<file path="src/hdl/asf_pkg.sv">
// Shared constants and types for the ADC serial frame block
package asf_pkg;

  // ----------------------------------------------------------------
  // Frame geometry
  // ----------------------------------------------------------------
  localparam int unsigned CMD_BITS      = 16;
  localparam int unsigned RESULT_BITS   = 14;
  localparam int unsigned EDGE_CNT_W    = 6;
  localparam logic [5:0]  CMD_LAST_EDGE = 6'h0f;  // Count before the 16th fall
  localparam logic [5:0]  EDGE_CNT_MAX  = 6'h3f;
  localparam logic [1:0]  RESULT_PAD    = 2'h0;   // Two zero LSBs under the result
  localparam logic [15:0] INVALID_WORD  = 16'hffff;

  // ----------------------------------------------------------------
  // Command words
  // ----------------------------------------------------------------
  localparam logic [15:0] CMD_HOLD_PREVIOUS_MODE = 16'h0000;
  localparam logic [15:0] CMD_LOW_POWER_HOLD     = 16'h8200;
  localparam logic [15:0] CMD_FULL_SHUTDOWN      = 16'h8300;
  localparam logic [15:0] CMD_AUTO_SCAN          = 16'ha000;
  localparam logic [2:0]  CMD_SINGLE_PREFIX      = 3'h6;   // Bits 15:13 of c000h..dc00h
  localparam logic [9:0]  CMD_SINGLE_LOW         = 10'h000;

  // ----------------------------------------------------------------
  // Program registers
  // ----------------------------------------------------------------
  localparam int unsigned PREG_COUNT      = 16;
  localparam logic [6:0]  PREG_AUTO_SEQ   = 7'h01;
  localparam logic [7:0]  PREG_RESET_VAL  = 8'h00;
  localparam logic [7:0]  AUTO_SEQ_RESET  = 8'hff;

  // ----------------------------------------------------------------
  // Timing and buffering
  // ----------------------------------------------------------------
  localparam int unsigned CLK_PERIOD_NS   = 8;
  localparam int unsigned STANDBY_WAKE_NS = 20000;
  localparam int unsigned WAKE_CYCLES     = (STANDBY_WAKE_NS + CLK_PERIOD_NS - 1) / CLK_PERIOD_NS;
  localparam int unsigned WAKE_CNT_W      = 12;
  localparam int unsigned FIFO_DEPTH      = 16;

  // ----------------------------------------------------------------
  // Types
  // ----------------------------------------------------------------
  typedef enum logic [2:0] {
    MODE_IDLE                  = 3'b000,
    MODE_LOW_POWER_HOLD        = 3'b001,
    MODE_FULL_SHUTDOWN         = 3'b010,
    MODE_AUTO_SCAN             = 3'b011,
    MODE_SINGLE_CHANNEL_SELECT = 3'b100,
    MODE_REGISTER_PROGRAMMING  = 3'b101,
    MODE_INVALID               = 3'b110
  } asf_mode_t;

  typedef enum logic [2:0] {
    KIND_HOLD     = 3'b000,
    KIND_STANDBY  = 3'b001,
    KIND_SHUTDOWN = 3'b010,
    KIND_AUTO     = 3'b011,
    KIND_SINGLE   = 3'b100,
    KIND_REGISTER = 3'b101,
    KIND_OTHER    = 3'b110
  } asf_cmd_kind_t;

  typedef struct packed {
    logic [6:0] addr;
    logic       write;
    logic [7:0] data;
  } asf_reg_access_t;

  typedef struct packed {
    logic       strobe;
    logic [2:0] channel;
  } asf_sample_req_t;

endpackage

</file>
<file path="src/hdl/asf_fifo.sv">
// Result buffer between the converter and the output shift register
`timescale 1ns/1ps
`default_nettype none

module asf_fifo #(
  parameter int unsigned WIDTH = 14,
  parameter int unsigned DEPTH = 16
) (
  input  wire logic             sys_clk,
  input  wire logic             resetn,
  input  wire logic             ce,
  input  wire logic             inValid,
  output logic                  inReady,
  input  wire logic [WIDTH-1:0] inData,
  output logic                  outValid,
  input  wire logic             outReady,
  output logic      [WIDTH-1:0] outData
);

  localparam int unsigned PW = $clog2(DEPTH);

  logic [WIDTH-1:0] store [DEPTH];
  logic [PW:0]      wrPtr;
  logic [PW:0]      rdPtr;
  logic             push;
  logic             pop;

  // Extra pointer bit tells full from empty
  assign inReady  = (wrPtr[PW] == rdPtr[PW]) || (wrPtr[PW-1:0] != rdPtr[PW-1:0]);
  assign outValid = (wrPtr != rdPtr);
  assign push     = ce && inValid && inReady;
  assign pop      = ce && outReady && outValid;
  assign outData  = store[rdPtr[PW-1:0]];

  // Storage has no reset; only written slots are ever read
  always_ff @(posedge sys_clk) begin
    if (push) begin
      store[wrPtr[PW-1:0]] <= inData;
    end
  end

  // Pointers
  always_ff @(posedge sys_clk or negedge resetn) begin
    if (!resetn) begin
      wrPtr <= '0;
      rdPtr <= '0;
    end else begin
      if (push) begin
        wrPtr <= wrPtr + 1'b1;
      end
      if (pop) begin
        rdPtr <= rdPtr + 1'b1;
      end
    end
  end

endmodule

`default_nettype wire

</file>
<file path="src/hdl/asf_serial_frame.sv">
// Serial frame logic of a multichannel SAR converter: command, daisy output, modes
`timescale 1ns/1ps
`default_nettype none

module asf_serial_frame
  import asf_pkg::*;
(
  input  wire logic                   sys_clk,
  input  wire logic                   resetn,
  input  wire logic                   ce,
  input  wire logic                   csN,
  input  wire logic                   sclk,
  input  wire logic                   sdi,
  input  wire logic                   daisy,
  output logic                        sdo,
  output logic                        sdoOe,
  output var asf_sample_req_t         sampleReq,
  input  wire logic                   convValid,
  output logic                        convReady,
  input  wire logic [RESULT_BITS-1:0] convData,
  output logic      [2:0]             alarmChannel,
  output var asf_mode_t               mode,
  output logic                        referenceOn,
  output logic                        analogOn,
  output logic                        wakeSettling
);

  // ----------------------------------------------------------------
  // Helpers
  // ----------------------------------------------------------------
  // Sort a complete command word into its kind
  function automatic asf_cmd_kind_t classify(input logic [15:0] w);
    asf_cmd_kind_t k;
    k = KIND_OTHER;
    if (w == CMD_HOLD_PREVIOUS_MODE) begin
      k = KIND_HOLD;
    end else if (w == CMD_LOW_POWER_HOLD) begin
      k = KIND_STANDBY;
    end else if (w == CMD_FULL_SHUTDOWN) begin
      k = KIND_SHUTDOWN;
    end else if (w == CMD_AUTO_SCAN) begin
      k = KIND_AUTO;
    end else if (w[15:13] == CMD_SINGLE_PREFIX && w[9:0] == CMD_SINGLE_LOW) begin
      k = KIND_SINGLE;
    end else if (!w[15]) begin
      k = KIND_REGISTER;
    end
    return k;
  endfunction

  // Next enabled channel above cur, wrapping; cur itself if none enabled
  function automatic logic [2:0] nextScan(input logic [7:0] seq, input logic [2:0] cur);
    logic [2:0] n;
    logic [2:0] c;
    logic       hit;
    n   = cur;
    hit = 1'b0;
    for (int i = 1; i <= 8; i++) begin
      c = 3'(int'(cur) + i);
      if (!hit && seq[c]) begin
        n   = c;
        hit = 1'b1;
      end
    end
    return n;
  endfunction

  // ----------------------------------------------------------------
  // Pin synchronisers
  // ----------------------------------------------------------------
  logic [1:0] csSync;
  logic [1:0] sclkSync;
  logic [1:0] sdiSync;
  logic [1:0] daisySync;
  logic       csPrev;
  logic       sclkPrev;

  // Two flops per pin; only stage 1 feeds logic
  always_ff @(posedge sys_clk or negedge resetn) begin
    if (!resetn) begin
      csSync    <= 2'h3;
      sclkSync  <= 2'h0;
      sdiSync   <= 2'h0;
      daisySync <= 2'h0;
      csPrev    <= 1'b1;
      sclkPrev  <= 1'b0;
    end else if (ce) begin
      csSync    <= {csSync[0], csN};
      sclkSync  <= {sclkSync[0], sclk};
      sdiSync   <= {sdiSync[0], sdi};
      daisySync <= {daisySync[0], daisy};
      csPrev    <= csSync[1];
      sclkPrev  <= sclkSync[1];
    end
  end

  // ----------------------------------------------------------------
  // Frame tracking
  // ----------------------------------------------------------------
  logic                  frameActive;
  logic [EDGE_CNT_W-1:0] edgeCount;
  logic [15:0]           cmdShift;
  logic [15:0]           latchedCmd;
  logic                  cmdComplete;
  logic                  csFall;
  logic                  csRise;
  logic                  sclkFall;
  logic                  cmdDone;
  logic [15:0]           cmdWord;
  asf_cmd_kind_t         doneKind;
  asf_cmd_kind_t         frameKind;
  asf_reg_access_t       doneAccess;

  assign csFall     = ce && csPrev && !csSync[1];
  assign csRise     = ce && !csPrev && csSync[1];
  assign sclkFall   = ce && frameActive && sclkPrev && !sclkSync[1];
  assign cmdDone    = sclkFall && (edgeCount == CMD_LAST_EDGE);
  assign cmdWord    = {cmdShift[14:0], sdiSync[1]};
  assign doneKind   = classify(cmdWord);
  assign frameKind  = classify(latchedCmd);
  assign doneAccess = asf_reg_access_t'(cmdWord);

  // Frame window and falling-edge count, saturating
  always_ff @(posedge sys_clk or negedge resetn) begin
    if (!resetn) begin
      frameActive <= 1'b0;
      edgeCount   <= '0;
    end else if (csFall) begin
      frameActive <= 1'b1;
      edgeCount   <= '0;
    end else if (csRise) begin
      frameActive <= 1'b0;
    end else if (sclkFall && edgeCount != EDGE_CNT_MAX) begin
      edgeCount <= edgeCount + 1'b1;
    end
  end

  // Command word capture over the first 16 falls
  always_ff @(posedge sys_clk or negedge resetn) begin
    if (!resetn) begin
      cmdShift    <= '0;
      latchedCmd  <= CMD_HOLD_PREVIOUS_MODE;
      cmdComplete <= 1'b0;
    end else if (csFall) begin
      cmdComplete <= 1'b0;
    end else if (sclkFall && edgeCount < EDGE_CNT_W'(CMD_BITS)) begin
      cmdShift <= cmdWord;
      if (cmdDone) begin
        latchedCmd  <= cmdWord;
        cmdComplete <= 1'b1;
      end
    end
  end

  // ----------------------------------------------------------------
  // Program registers
  // ----------------------------------------------------------------
  logic [7:0] progReg [PREG_COUNT];
  logic       accessMapped;

  assign accessMapped = (doneAccess.addr < 7'(PREG_COUNT));

  // Writes land on fall 16; scan logic reads them only at chip-select edges
  always_ff @(posedge sys_clk or negedge resetn) begin
    if (!resetn) begin
      for (int i = 0; i < int'(PREG_COUNT); i++) begin
        progReg[i] <= (7'(i) == PREG_AUTO_SEQ) ? AUTO_SEQ_RESET : PREG_RESET_VAL;
      end
    end else if (cmdDone && doneKind == KIND_REGISTER && doneAccess.write && accessMapped) begin
      progReg[doneAccess.addr[3:0]] <= doneAccess.data;
    end
  end

  // ----------------------------------------------------------------
  // Mode control
  // ----------------------------------------------------------------
  asf_mode_t  next_mode;
  logic [2:0] nextChannel;

  // Decision made at chip-select rise from the latched command
  always_comb begin
    next_mode = mode;
    if (!cmdComplete) begin
      next_mode = MODE_INVALID;
    end else begin
      case (frameKind)
        KIND_HOLD: begin
          if (mode == MODE_REGISTER_PROGRAMMING) begin
            next_mode = MODE_IDLE;
          end else begin
            next_mode = mode;
          end
        end
        KIND_STANDBY:  next_mode = MODE_LOW_POWER_HOLD;
        KIND_SHUTDOWN: next_mode = MODE_FULL_SHUTDOWN;
        KIND_AUTO:     next_mode = MODE_AUTO_SCAN;
        KIND_SINGLE:   next_mode = MODE_SINGLE_CHANNEL_SELECT;
        KIND_REGISTER: begin
          // Low-power modes keep running while their registers are touched
          if (mode == MODE_LOW_POWER_HOLD || mode == MODE_FULL_SHUTDOWN) begin
            next_mode = mode;
          end else begin
            next_mode = MODE_REGISTER_PROGRAMMING;
          end
        end
        default:       next_mode = mode;
      endcase
    end
  end

  // Mode register
  always_ff @(posedge sys_clk or negedge resetn) begin
    if (!resetn) begin
      mode <= MODE_IDLE;
    end else if (csRise) begin
      mode <= next_mode;
    end
  end

  // Channel for the next chip-select fall
  always_ff @(posedge sys_clk or negedge resetn) begin
    if (!resetn) begin
      nextChannel <= 3'h0;
    end else if (csRise && cmdComplete && frameKind == KIND_AUTO) begin
      nextChannel <= nextScan(progReg[PREG_AUTO_SEQ[3:0]], 3'h7);  // Restarts at lowest
    end else if (csRise && cmdComplete && frameKind == KIND_SINGLE) begin
      nextChannel <= latchedCmd[12:10];
    end else if (csFall && mode == MODE_AUTO_SCAN) begin
      nextChannel <= nextScan(progReg[PREG_AUTO_SEQ[3:0]], nextChannel);
    end
  end

  // ----------------------------------------------------------------
  // Sampling and conversion hand-off
  // ----------------------------------------------------------------
  logic convThisFrame;
  logic converting;

  assign converting = (mode == MODE_AUTO_SCAN) || (mode == MODE_SINGLE_CHANNEL_SELECT);

  // Sample strobe and alarm channel; invalid state starts nothing
  always_ff @(posedge sys_clk or negedge resetn) begin
    if (!resetn) begin
      sampleReq     <= '0;
      alarmChannel  <= 3'h0;
      convThisFrame <= 1'b0;
    end else if (ce) begin
      sampleReq.strobe <= csFall && converting;
      if (csFall) begin
        convThisFrame <= converting;
        if (converting) begin
          sampleReq.channel <= nextChannel;
          alarmChannel      <= nextChannel;
        end
      end
    end
  end

  // Standby wake window; only informs the analog side, host does the waiting
  logic [WAKE_CNT_W-1:0] wakeCount;

  always_ff @(posedge sys_clk or negedge resetn) begin
    if (!resetn) begin
      wakeCount <= '0;
    end else if (csRise && mode == MODE_LOW_POWER_HOLD &&
                 (next_mode == MODE_AUTO_SCAN || next_mode == MODE_SINGLE_CHANNEL_SELECT)) begin
      wakeCount <= WAKE_CNT_W'(WAKE_CYCLES);
    end else if (ce && wakeCount != '0) begin
      wakeCount <= wakeCount - 1'b1;
    end
  end

  assign wakeSettling = (wakeCount != '0);
  assign referenceOn  = (mode != MODE_FULL_SHUTDOWN);
  assign analogOn     = converting;

  // ----------------------------------------------------------------
  // Result buffer and output shift register
  // ----------------------------------------------------------------
  logic                   resValid;
  logic                   resPop;
  logic [RESULT_BITS-1:0] resData;
  logic [15:0]            loadWord;
  logic [15:0]            outShift;

  assign resPop = cmdDone && convThisFrame;

  asf_fifo #(
    .WIDTH (RESULT_BITS),
    .DEPTH (FIFO_DEPTH)
  ) u_result_fifo (
    .sys_clk  (sys_clk),
    .resetn   (resetn),
    .ce       (ce),
    .inValid  (convValid),
    .inReady  (convReady),
    .inData   (convData),
    .outValid (resValid),
    .outReady (resPop),
    .outData  (resData)
  );

  // Word presented at fall 16: register read, result, or invalid filler
  always_comb begin
    if (doneKind == KIND_REGISTER && !doneAccess.write) begin
      loadWord = accessMapped ? {progReg[doneAccess.addr[3:0]], 8'h00} : 16'h0000;
    end else if (convThisFrame && resValid) begin
      loadWord = {resData, RESULT_PAD};
    end else begin
      loadWord = INVALID_WORD;
    end
  end

  // Output path; the daisy pin's chain input supplies the trailing bits
  always_ff @(posedge sys_clk or negedge resetn) begin
    if (!resetn) begin
      outShift <= '0;
      sdo      <= 1'b0;
    end else if (csFall) begin
      sdo <= 1'b0;
    end else if (cmdDone) begin
      outShift <= loadWord;
      sdo      <= loadWord[15];
    end else if (sclkFall && edgeCount > CMD_LAST_EDGE) begin
      outShift <= {outShift[14:0], daisySync[1]};
      sdo      <= outShift[14];
    end
  end

  // Drive only inside a frame so a shared line has one talker
  assign sdoOe = frameActive;

endmodule

`default_nettype wire

</file>
<file path="config.mk">
export PLATFORM = sky130hd
export DESIGN_NAME = asf_serial_frame
export DESIGN_NICKNAME = d
export VERILOG_FILES = /design/src/hdl/asf_pkg.sv /design/src/hdl/asf_fifo.sv /design/src/hdl/asf_serial_frame.sv
export SDC_FILE = /design/constraint.sdc
export NUM_CORES = 1
export LEC_CHECK = 0
export BUFFER_PORTS_ARGS = -buffer_cell sky130_fd_sc_hd__buf_2
export CORE_ASPECT_RATIO = 1.75
export CORE_MARGIN = 2
export CORE_UTILIZATION = 65
export CTS_BUF_LIST = sky130_fd_sc_hd__clkbuf_4
export DETAILED_ROUTE_END_ITERATION = 8
export PLACE_DENSITY = 0.82
export SLEW_MARGIN = 0
export SYNTH_ARGS = -nofsm -noshare
export SYNTH_HDL_FRONTEND = slang
export SYNTH_HIERARCHICAL = 1
export SYNTH_SLANG_ARGS = --single-unit
export TNS_END_PERCENT = 1
</file>
<file path="constraint.sdc">
create_clock -name sys_clk -period 3.5 [get_ports sys_clk]
set_input_delay 0.35 -clock sys_clk [delete_from_list [all_inputs] [get_ports sys_clk]]
set_output_delay 0.35 -clock sys_clk [all_outputs]
set_load 0.1 [all_outputs]
</file>
Word-level counts from Yosys, hierarchy flattened
Memory sizes are Yosys's and may differ from the RTL's.
Cells that the tools add are included.
{ "totals": {"ramBits": 224, "ff_bits": 226, "mem_count": 1, "elab_cells": 303} }
{ "memory_table": {"columns": ["memory", "words", "width", "rd", "rd_clocked_by_memory_dff", "write_ports", "line_no", "text"], "rows": [
  ["u_result_fifo.store", 16, 14, 1, 0, 1, "asf_fifo.sv:22", "logic [WIDTH-1:0] store [DEPTH];"]
]} }
{ "op_classes": {"mux": 119, "bitwise_logic": 2, "n_reduce_logical": 91, "order_cmp": 13, "add_sub_neg": 12, "n_eq_ne": 28} }
{ "ops": {"columns": ["operator", "n"], "rows": [
  ["128-bit bitwise mux", 1],
  ["16-bit equality test (second input constant)", 6],
  ["3-bit 2-to-1 mux", 30],
  ["1-bit 2-to-1 mux", 60],
  ["16-bit 2-to-1 mux", 3],
  ["1-bit logical AND", 46],
  ["8-bit binary-select mux with 4-bit select", 1],
  ["8-bit demux with 4-bit select", 1],
  ["16-bit logical NOT", 2],
  ["3-bit by 4-bit < comparator with 1-bit output (second input constant)", 8],
  ["15-bit 2-to-1 mux", 2],
  ["1-bit binary-select mux with 3-bit select", 8],
  ["3-bit equality test (second input constant)", 8],
  ["12-bit 2-to-1 mux", 2],
  ["8-bit 2-to-1 mux", 3],
  ["10-bit logical NOT", 2],
  ["1-bit logical NOT", 18],
  ["6-bit 2-to-1 mux", 3],
  ["3-bit one-hot mux with 6 select lines", 1],
  ["3-bit by 2-bit equality test with 1-bit output (second input constant)", 5],
  ["3-bit adder (second input constant)", 4],
  ["2-bit AND reduction", 6],
  ["12-bit nonzero test", 1],
  ["2-bit nonzero test", 6],
  ["other kinds (26)", 38]
]} }

Depth between registers and ports, before layout
Gate-level depths: netlist (run 1).
{ "logic_depth": {"word_depth": 53, "mapped_depth": 10, "ltp_nobuf": 8} }

Cells and area by module
Netlist (run 1), hierarchy kept.
{ "by_module_without_submodules": {"columns": ["module", "instances", "cells_each", "area_each_um2", "seq_area_each_um2"], "rows": [
  ["asf_serial_frame", 1, 852, 10973.0, 5418.9],
  ["asf_fifo", 1, 457, 9312.7, 6976.7]
]} }

Worst setup path after synthesis (run 1)
OpenSTA, ideal clock, no wires.
{ "synth_timing": {"kind": "reg2reg", "start": "register mode[2]", "end": "register alarmChannel[2]", "required_time_ns": 3.374, "setup_ns": 0.126, "n_path_buf": 0, "arrival_time_ns": 4.211, "slack_ns": -0.837, "stages_incl_launch_ff": 5, "cell_sequence": "dfrtp_1 > nand2b_1 > o21ai_0 > nand2_1 > mux2_2"} }
{ "synth_between": {"elab_chain_cells": 3, "word_cells_on_any_way": 4, "classes_between": "2 x eq/ne; 2 x reduce/logical"} }
{ "synth_lines": {"columns": ["item", "line_no", "text"], "rows": [
  ["start: declaration", "asf_serial_frame.sv:22", "output var asf_mode_t mode,"],
  ["start signal: assignment", "asf_serial_frame.sv:216", "mode <= next_mode;"],
  ["3-bit by 2-bit equality test with 1-bit output or 3-bit equality test (tied branches)", "asf_serial_frame.sv:239", "assign converting = (mode == MODE_AUTO_SCAN) || (mode == MODE_SINGLE_CHANNEL_SELECT);"],
  ["1-bit logical OR *", "asf_serial_frame.sv:239", null],
  ["via analogOn", "asf_serial_frame.sv:24", "output logic analogOn,"],
  ["3-bit AND reduction (no line) *", null, null],
  ["end signal: assignment", "asf_serial_frame.sv:253", "alarmChannel <= nextChannel;"],
  ["end: declaration", "asf_serial_frame.sv:21", "output logic [2:0] alarmChannel,"]
]} }
Mark *: on every way through the listed nets, which the timed path passes. The rest lies on a longest branch.
A chain may end at the register's enable or synchronous reset.

Worst setup path in the final report (run 1)
{ "layout_timing": {"start": "register wakeCount[4]", "end": "output wakeSettling"} }
{ "layout_between": {"elab_chain_cells": 1} }
{ "layout_lines": {"columns": ["item", "line_no", "text"], "rows": [
  ["start: declaration", "asf_serial_frame.sv:260", "logic [WAKE_CNT_W-1:0] wakeCount;"],
  ["start signal: assignment", "asf_serial_frame.sv:267", "wakeCount <= WAKE_CNT_W'(WAKE_CYCLES);"],
  ["start signal: assignment", "asf_serial_frame.sv:269", "wakeCount <= wakeCount - 1'b1;"],
  ["12-bit nonzero test", "asf_serial_frame.sv:273", "assign wakeSettling = (wakeCount != '0);"],
  ["end: declaration", "asf_serial_frame.sv:25", "output logic wakeSettling"]
]} }
No other way between the ends.

==> results.yml, run 1 <==
run_status:
  run_status: "complete, no violations"
drt:
  vias_per_cell: 6.37
  drt-wirelength-per-cell_um: 22.9
  count_of_nets_left_with_antenna_violations_after_detail_routing: 0
  num_vias: 12073
  route.final.wire_length_um: 43300
  detail_route.iter0.violations: 981
  detailedRoute.firstPassIterationCount: 5
  drcViolationCount: 0
worst_hold_path:
  worst_hold_path.num_cells: 5
  timing.hold.worst.class: "in -> reg"
  worst_hold_startpoint: "ce"
  worstHoldEndpoint: "cmdComplete"
setup_path:
  crit_path_end_kind: "output pin"
  worst_r2r_endpoint: "progReg[86]"
  crit_arrival_ns: 3.03
  ff2ff_path_depth: 6
  cp.required_ns: 3.15
  worstPathMaxFanout: 3
  setup.reg_to_reg.worst_slack_ns: 0.50
  setup.worst_path.class: "reg -> out"
  rr_startpoint: "edgeCount[1]"
  worstSetupStartpointType: "flop"
global_routing:
  number_of_antenna_violations_at_the_first_check_in_global_routing: 2
  track_usage: 0.279
  grt_max_degree: 93
  grt_pass1_vias: 12725
  globalRoute.totalOverflow: 0
  global_route_wire_length_before_repair_um: 68600
timing:
  timing_hold_violations_final: 0
  fin_ws_ns: 0.119
  final.min_clock_period_ns: 3.38
  grt_setup_unrepaired: "false"
  fmaxAchievable_ghz: 0.296
  worstMarginPinSlew_ns: 0.989
  finalSetupViolCount: 0
  drv_slew: 0
  min_period_over_period: 0.966
  finalSetupTns_ns: 0
  finClkSkew_ns: 0.0561
  remaining_max_slew_budget_at_the_tightest_pin: 0.340
yosys:
  syn_area_per_cell_um2: 15.5
  post_synth_edffs: 224
  netlist_area_um2: 20300
  yosys.cell_types.count: 79
  synth_ff_type: "sky130_fd_sc_hd__edfxtp_1"
  ys_seq_elements: 450
  mappedNetlistNets: 1340
  share_of_flip_flops_with_an_asynchronous_set_or_reset: 0.502
  synthCells: 1309
  ys_warn_count: 6
  seq_area_frac_synth: 0.611
floorplan:
  start_util: 0.660
  die-area_um2: 32700
  io-pin-count: 38
  core_area_um2: 30700
  num_rows: 85
  die_width_um: 138
  floorplan.die.height_um: 238
clock_tree:
  postCtsSetupBuffers: 0
  tritoncts_clock_tree: "yes"
  clock-sinks: 450
  tritoncts.num_buffers: 96
  clock_insertion_delay_worst_skew_ns: 0.79
  cts-htree-levels: 3
  post_cts_clock_slew_at_the_launch_and_capture_registers_of_the_worst_setup_and_hold_paths_ns: 0.08
  clk_root_buffer_cell: "sky130_fd_sc_hd__clkbuf_4"
  cts.path.max_buffers: 3
place:
  place_inst: 1695
  gp_routability_congestion: 0.854
  io_buffer_count: 37
  post_dp_hpwl_um: 28500
  dp_slack_ns: 0.505
pwr:
  power.combinational.fraction: 0.069
  pwr-share-clk: 0.371
  report.power.total_w: 0.0108
  total_leakage_power_nw: 8.76
  total_switching_power_w: 0.00275
  internal_power_w: 0.00809
  switching_share: 0.254
  vdd.ir_drop.worst_mv: 0.288
  sequential_group_share_of_total_power: 0.560
  power_density_of_the_placed_cells_nw_per_um2: 484
finish:
  layout.cells.most_common_list: "sky130_fd_sc_hd__edfxtp_1, sky130_fd_sc_hd__dfrtp_1, sky130_fd_sc_hd__mux2_2, sky130_fd_sc_hd__clkbuf_4, sky130_fd_sc_hd__mux4_2"
  syn2layout_area_growth_pct: 10.4
  final_common_cell: "sky130_fd_sc_hd__edfxtp_1"
  final-instance-count-excl-fill: 1894
  nets: 1453
  layout-drive-gt1-share: 0.376
flow_run:
  maxCapViolations: 0
==> state kept, by name (all words and copies together) (netlist names), 2 cells and up <==
signal and cells:
cmdShift 15, progReg 128, u_result_fifo/store 224, u_result_fifo/wrPtr 5, latchedCmd 16, mode 3
u_result_fifo/rdPtr 5, sclkSync 2, csSync 2, daisySync 2, nextChannel 3, edgeCount 6
wakeCount 12, sdiSync 2, outShift 15, alarmChannel 3
==> worst max-delay path by stage <==
stage | from | end | slack (ns) | cells after the start
6_report | wakeCount[4] | wakeSettling | 0.12 | 5
5_1_grt | wakeCount[4] | wakeSettling | 0.04 | 5
4_1_cts | wakeCount[4] | wakeSettling | 0.12 | 5
3_5_place_dp | edgeCount[0] | progReg[83] | 0.50 | 6
3_3_place_gp | edgeCount[0] | progReg[82] | 0.54 | 6
2_1_floorplan | mode[2] | alarmChannel[2] | 0.08 | 4
==> stage by stage <==
stage	hold slack, ns	util	cell area, um^2
finish	0.127	0.728	22400
global route	0.122	0.728	22400
CTS	0.0772	0.728	22400
detailed placement	0.411	0.679	20900
global placement	0.407	0.679	20900
floorplan	0.0544	-	20300
==> metal layers <==
layer,up-vias,routed length (um),part of all wire,track usage
li1,5352,-,-,-
met1,6219,15700,0.36,0.320
met2,379,23800,0.55,0.493
met3,123,2030,0.047,0.0527
met4,0,1820,0.042,0.137
met5,-,0,0,0
==> layout make-up <==
type                            instances  area, um^2
Multi-Input combinational cell        760        7420
Clock inverter                         31         176
Inverter                               20        75.1
Clock buffer                          146        1100
Antenna cell                            2        5.00
Sequential cell                       450       12400
Fill cell                            1917        8350
Tap cell                              391         489
Timing Repair Buffer                   94         726
==> cells in the mapped netlist, drive strengths merged (3+ instances only) <==
master	instances	area (um^2)
edfxtp	224	6730
dfrtp	215	5380
mux2	176	1990
mux4	91	2050
nor2	75	338
nand2	53	199
mux2i	45	450
buf	40	278
clkbuf	39	146
o21ai	33	169
nor3	23	120
a21oi	22	118
inv	20	75.1
xnor2	18	165
a22oi	17	128
a31oi	16	100
a32oi	15	131
nand3	14	70.1
nand3b	13	101
nor4	13	87.6
xor2	13	114
dfstp	11	289
or3	10	70.1
or4	10	93.8
ha	9	113
o211ai	9	67.6
a211oi	8	90.1
o2bb2ai	8	70.1
or2	6	37.5
and2	5	31.3
nand2b	5	31.3
nand4	5	31.3
nand4b	5	50.0
a21o	4	31.3
nor2b	3	18.8
nor3b	3	22.5
o22ai	3	18.8
o31a	3	26.3
or3b	3	26.3
==> power groups by stage <==
stage / registers (W) / clock network [W] / logic (W)
after global routing: 0.00609 / 0.00437 / 0.000823
after CTS: 0.00606 / 0.00411 / 0.000754
after global placement: 0.00615 / 0 / 0.000702
final: 0.00607 / 0.00402 / 0.000751
after detailed placement: 0.00617 / 0 / 0.000728
after floorplan: 0.00600 / 0 / 0.000552
==> worst max-delay path, cell delays in order, from the launching register on <==
cell                      delay, ns
sky130_fd_sc_hd__dfrtp_1       0.41
sky130_fd_sc_hd__or4_1         0.55
sky130_fd_sc_hd__or4_4         0.46
sky130_fd_sc_hd__nor2_2        0.15
sky130_fd_sc_hd__or4b_4        0.51
sky130_fd_sc_hd__buf_12        0.19
==> cells by family (layout without fill, tap and decap cells) <==
| logic type | Yosys count | after routing | synth area share |
|---|---|---|---|
| adders and majority gates | 9 | 9 | 0.00555 |
| other | 0 | 2 | 0 |
| DFF | 450 | 450 | 0.611 |
| and+or+nand+nor | 254 | 254 | 0.0688 |
| muxes | 312 | 312 | 0.221 |
| xor gates and xnor gates | 31 | 31 | 0.0138 |
| AOI/OAI and AO/OA | 154 | 154 | 0.0547 |
| buffers and inverters | 99 | 291 | 0.0246 |
==> what timing repair did <==
action,CTS,global route
resized for setup,7,0
hold buffers,20,0
setup endpoints to repair,1,0
hold endpoints to repair,313,0
(Power assumes the default switching activity.)
==> run 2, diff against run 1 <==
--- a/config.mk
+++ b/config.mk
@@ -5,6 +5,7 @@
 export SDC_FILE = /design/constraint.sdc
 export NUM_CORES = 1
 export LEC_CHECK = 0
+export ABC_AREA = 1
 export BUFFER_PORTS_ARGS = -buffer_cell sky130_fd_sc_hd__buf_2
 export CORE_ASPECT_RATIO = 1.75
 export CORE_MARGIN = 2
==> run 2 against run 1 <==
  * Clock skew up 0.029 ns
  * Largest cell class unchanged
  * Worst setup slack better by 0.32 ns
  * Wire length up 17%
  * Utilization down 0.055 points
==> results.yml, run 2 <==
clock_tree:
  tritoncts.num_buffers: 96
  clock_insertion_delay_worst_skew_ns: 0.86
  cts-htree-levels: 3
  postCtsSetupBuffers: 0
  cts.path.max_buffers: 3
  clock-sinks: 450
  post_cts_clock_slew_at_the_launch_and_capture_registers_of_the_worst_setup_and_hold_paths_ns: 0.08
  ctsResizeCount: 0
  clk_root_buffer_cell: "sky130_fd_sc_hd__clkbuf_4"
  tritoncts_clock_tree: "yes"
yosys:
  share_of_flip_flops_with_an_asynchronous_set_or_reset: 0.502
  synthesized_area_fraction_occupied_by_ao_oa_aoi_and_oai_cells: 0.109
  post_synth_fa_ha_maj_area_fraction: 0.00534
  ys_warn_count: 6
  muxShareOfSynthArea: 0.0157
  synth_top_area_frac: 0.319
  mappedNetlistNets: 2361
  seq_area_frac_synth: 0.587
  ys_seq_elements: 450
  yosysTopAreaCell: "sky130_fd_sc_hd__edfxtp_1"
  netlist_area_um2: 21100
  post_synth_most_frequent_cells: "sky130_fd_sc_hd__nand2_1, sky130_fd_sc_hd__inv_1, sky130_fd_sc_hd__nor2_1"
  synth_ff_type: "sky130_fd_sc_hd__edfxtp_1"
  synth_top_family_by_area: "simple AND/OR/NAND/NOR gates"
  post_synth_edffs: 224
  yosys.cell_types.count: 45
  yosys.area_share.simple: 0.190
  yosysMostFrequentCell: "sky130_fd_sc_hd__nand2_1"
  synthCells: 2330
  synth_xor_xnor_area_share: 0.00623
  synth.top_cells.by_area: "sky130_fd_sc_hd__edfxtp_1, sky130_fd_sc_hd__dfrtp_1, sky130_fd_sc_hd__nand2_1"
  syn_area_per_cell_um2: 9.06
drt:
  detailedRoute.firstPassIterationCount: 5
  count_of_nets_left_with_antenna_violations_after_detail_routing: 0
  drt-wirelength-per-cell_um: 17.3
  route.final.wire_length_um: 50600
  vias_per_cell: 5.63
  drcViolationCount: 0
  num_vias: 16461
  detail_route.iter0.violations: 1177
timing:
  finalSetupViolCount: 0
  timing_hold_violations_final: 0
  remaining_max_slew_budget_at_the_tightest_pin: 0.386
  finalSetupTns_ns: 0
  fin_hold_ws_ns: 0.0678
  finClkSkew_ns: 0.0848
  worstMarginPinSlew_ns: 0.918
  min_period_over_period: 0.874
  grt_setup_unrepaired: "false"
  fmaxAchievable_ghz: 0.327
  drv_slew: 0
  final.min_clock_period_ns: 3.06
setup_path:
  worst_path_largest_cell_delay_ns: 0.64
  worstPathMaxFanout: 74
  cp.required_ns: 3.15
  crit_arrival_ns: 2.71
  ff2ff_path_depth: 20
  rr_startpoint: "nextChannel[1]"
  crit_top_cell: "sky130_fd_sc_hd__nand2_1"
  worst_r2r_endpoint: "nextChannel[2]"
  crit_path_end_kind: "output pin"
  worstSetupStartpointType: "flop"
  path_cells: "buf_4 > nand2_1 > nand2_1 > nor2_4 > nand3_4 > buf_2"
  cpMaxStageDelayCell: "sky130_fd_sc_hd__buf_4"
  setup.worst_path.class: "reg -> out"
  setup.reg_to_reg.worst_slack_ns: 0.45
  critPathTopFamily: "buffers and inverters"
  crit_buf_inv: 2
global_routing:
  globalRoute.totalOverflow: 0
  grt_most_used_layer: "met2"
  track_usage: 0.305
  grt_pass1_vias: 16627
  global_route_wire_length_before_repair_um: 81400
  grt.met3_usage: 0.0435
  number_of_antenna_violations_at_the_first_check_in_global_routing: 1
  globalRouteMet2Util: 0.561
  grt_use_met1: 0.321
  grt_max_degree: 112
finish:
  syn2layout_area_growth_pct: 10.7
  layout.cells.most_common_list: "sky130_fd_sc_hd__nand2_1, sky130_fd_sc_hd__inv_1, sky130_fd_sc_hd__nor2_1, sky130_fd_sc_hd__edfxtp_1, sky130_fd_sc_hd__dfrtp_1"
  largest_register_ffs: 224
  final_design_area_no_fill_um2: 23400
  final_common_cell: "sky130_fd_sc_hd__nand2_1"
  layout-drive-gt1-share: 0.122
  nets: 2481
  postLayoutCoreUtil: 0.728
floorplan:
  io-pin-count: 38
  num_rows: 87
  start_util: 0.657
  core_area_um2: 32100
  die_width_um: 140
  floorplan.die.height_um: 242
  die-area_um2: 34000
worst_hold_path:
  timing.hold.worst.class: "in -> reg"
  worstHoldEndpoint: "u_result_fifo/wrPtr[4]"
  worst_hold_path.num_cells: 5
  worst_hold_startpoint: "convValid"
flow_run:
  maxCapViolations: 0
pwr:
  pwr-share-clk: 0.354
  switching_share: 0.284
  total_leakage_power_nw: 10.7
  internal_power_w: 0.00846
  sequential_group_share_of_total_power: 0.516
  total_switching_power_w: 0.00336
  vdd.ir_drop.worst_mv: 0.433
  power.combinational.fraction: 0.130
  power_density_of_the_placed_cells_nw_per_um2: 506
place:
  postPlaceCellArea_um2: 21800
  gp_routability_congestion: 0.886
  io_buffer_count: 37
  post_dp_hpwl_um: 32700
run_status:
  run_status: "complete, no violations"
-- run 2: cell types whose count changed after synthesis, moves of 17 or more --
| cell | delta |
|---|---|
| sky130_fd_sc_hd__mux2_2 | -172 |
| sky130_fd_sc_hd__inv_1 | +314 |
| sky130_fd_sc_hd__nand3_1 | +111 |
| sky130_fd_sc_hd__mux4_2 | -91 |
| sky130_fd_sc_hd__clkbuf_1 | +17 |
| sky130_fd_sc_hd__nand2_1 | +390 |
| sky130_fd_sc_hd__o22ai_1 | +29 |
| sky130_fd_sc_hd__o21ai_0 | +174 |
| sky130_fd_sc_hd__nor2_1 | +271 |
| sky130_fd_sc_hd__inv_2 | +17 |
| sky130_fd_sc_hd__a21oi_1 | +103 |
-- run 2: cell families (layout without fill, tap and decap cells) --
group,Yosys count,count (layout)
simple gates,950,950
buf+inv,459,652
flops,450,450
compound gates,414,414
mux,33,33
xor+xnor,15,15
fa+ha+maj,9,9
other cells,0,1
-- run 2: metal layers --
layer / up-vias / part of all wire
li1: 7882 / -
met1: 7773 / 0.35
met2: 614 / 0.54
met3: 192 / 0.052
met4: 0 / 0.059
met5: - / 0
-- run 2: area by class of cell --
class	instances	area (um^2)
inverter	355	1330
tap	400	500
clock inverter	39	293
multi-input combinational	1421	6900
sequential	450	12400
timing repair buffer	126	953
clock buffer	132	991
fill	2224	8740
antenna	1	2.50
-- run 2: metrics by stage --
step	total power, W	instances	setup slack, ns
finish	0.0118	2924	0.442
global route	0.0123	2924	0.0370
CTS	0.0118	2923	0.371
detailed placement	0.00769	2726	0.481
global placement	0.00763	2726	0.525
floorplan	0.00718	2330	0.257
-- run 2: worst max path at each step --
stage                           startpoint  slack (ns)  depth (start not counted)               to
finish              u_result_fifo/rdPtr[1]        0.44                          6        convReady
global route                nextChannel[1]        0.04                         20   nextChannel[2]
CTS                 u_result_fifo/rdPtr[1]        0.37                          6        convReady
detailed placement          nextChannel[1]        0.48                         20   nextChannel[2]
global placement            nextChannel[1]        0.53                         20   nextChannel[2]
floorplan                          mode[2]        0.26                          5  alarmChannel[0]
-- run 2: power by group through the flow --
stage	sequential, W	combinational [W]	clock (W)
2_1_floorplan	0.00626	0.000923	0
3_3_place_gp	0.00618	0.00144	0
3_5_place_dp	0.00620	0.00150	0
4_1_cts	0.00609	0.00153	0.00422
5_1_grt	0.00613	0.00169	0.00446
6_report	0.00610	0.00154	0.00418
-- run 2: timing repair --
item                                   in CTS  in global routing
endpoints found under the hold margin     335                  0
setup endpoints to repair                   0                  0
hold buffers                               26                  0
-- run 2: worst reg2reg max path: stages, from the launching register on --
cell and delay, ns:
sky130_fd_sc_hd__dfrtp_1 0.54, sky130_fd_sc_hd__inv_1 0.19, sky130_fd_sc_hd__ha_1 0.41, sky130_fd_sc_hd__inv_1 0.16, sky130_fd_sc_hd__nand3_1 0.12, sky130_fd_sc_hd__nand2_1 0.08, sky130_fd_sc_hd__nand2_1 0.05, sky130_fd_sc_hd__nand2_1 0.14
sky130_fd_sc_hd__nand2_1 0.07, sky130_fd_sc_hd__nor2_1 0.24, sky130_fd_sc_hd__nand2_1 0.08, sky130_fd_sc_hd__nor2_1 0.17, sky130_fd_sc_hd__nand2_1 0.18, sky130_fd_sc_hd__o21ai_1 0.16, sky130_fd_sc_hd__inv_1 0.05, sky130_fd_sc_hd__nand2_1 0.06
sky130_fd_sc_hd__nand2_1 0.05, sky130_fd_sc_hd__nand2_1 0.06, sky130_fd_sc_hd__nand2_1 0.05, sky130_fd_sc_hd__nand2_1 0.06, sky130_fd_sc_hd__nand2_1 0.04
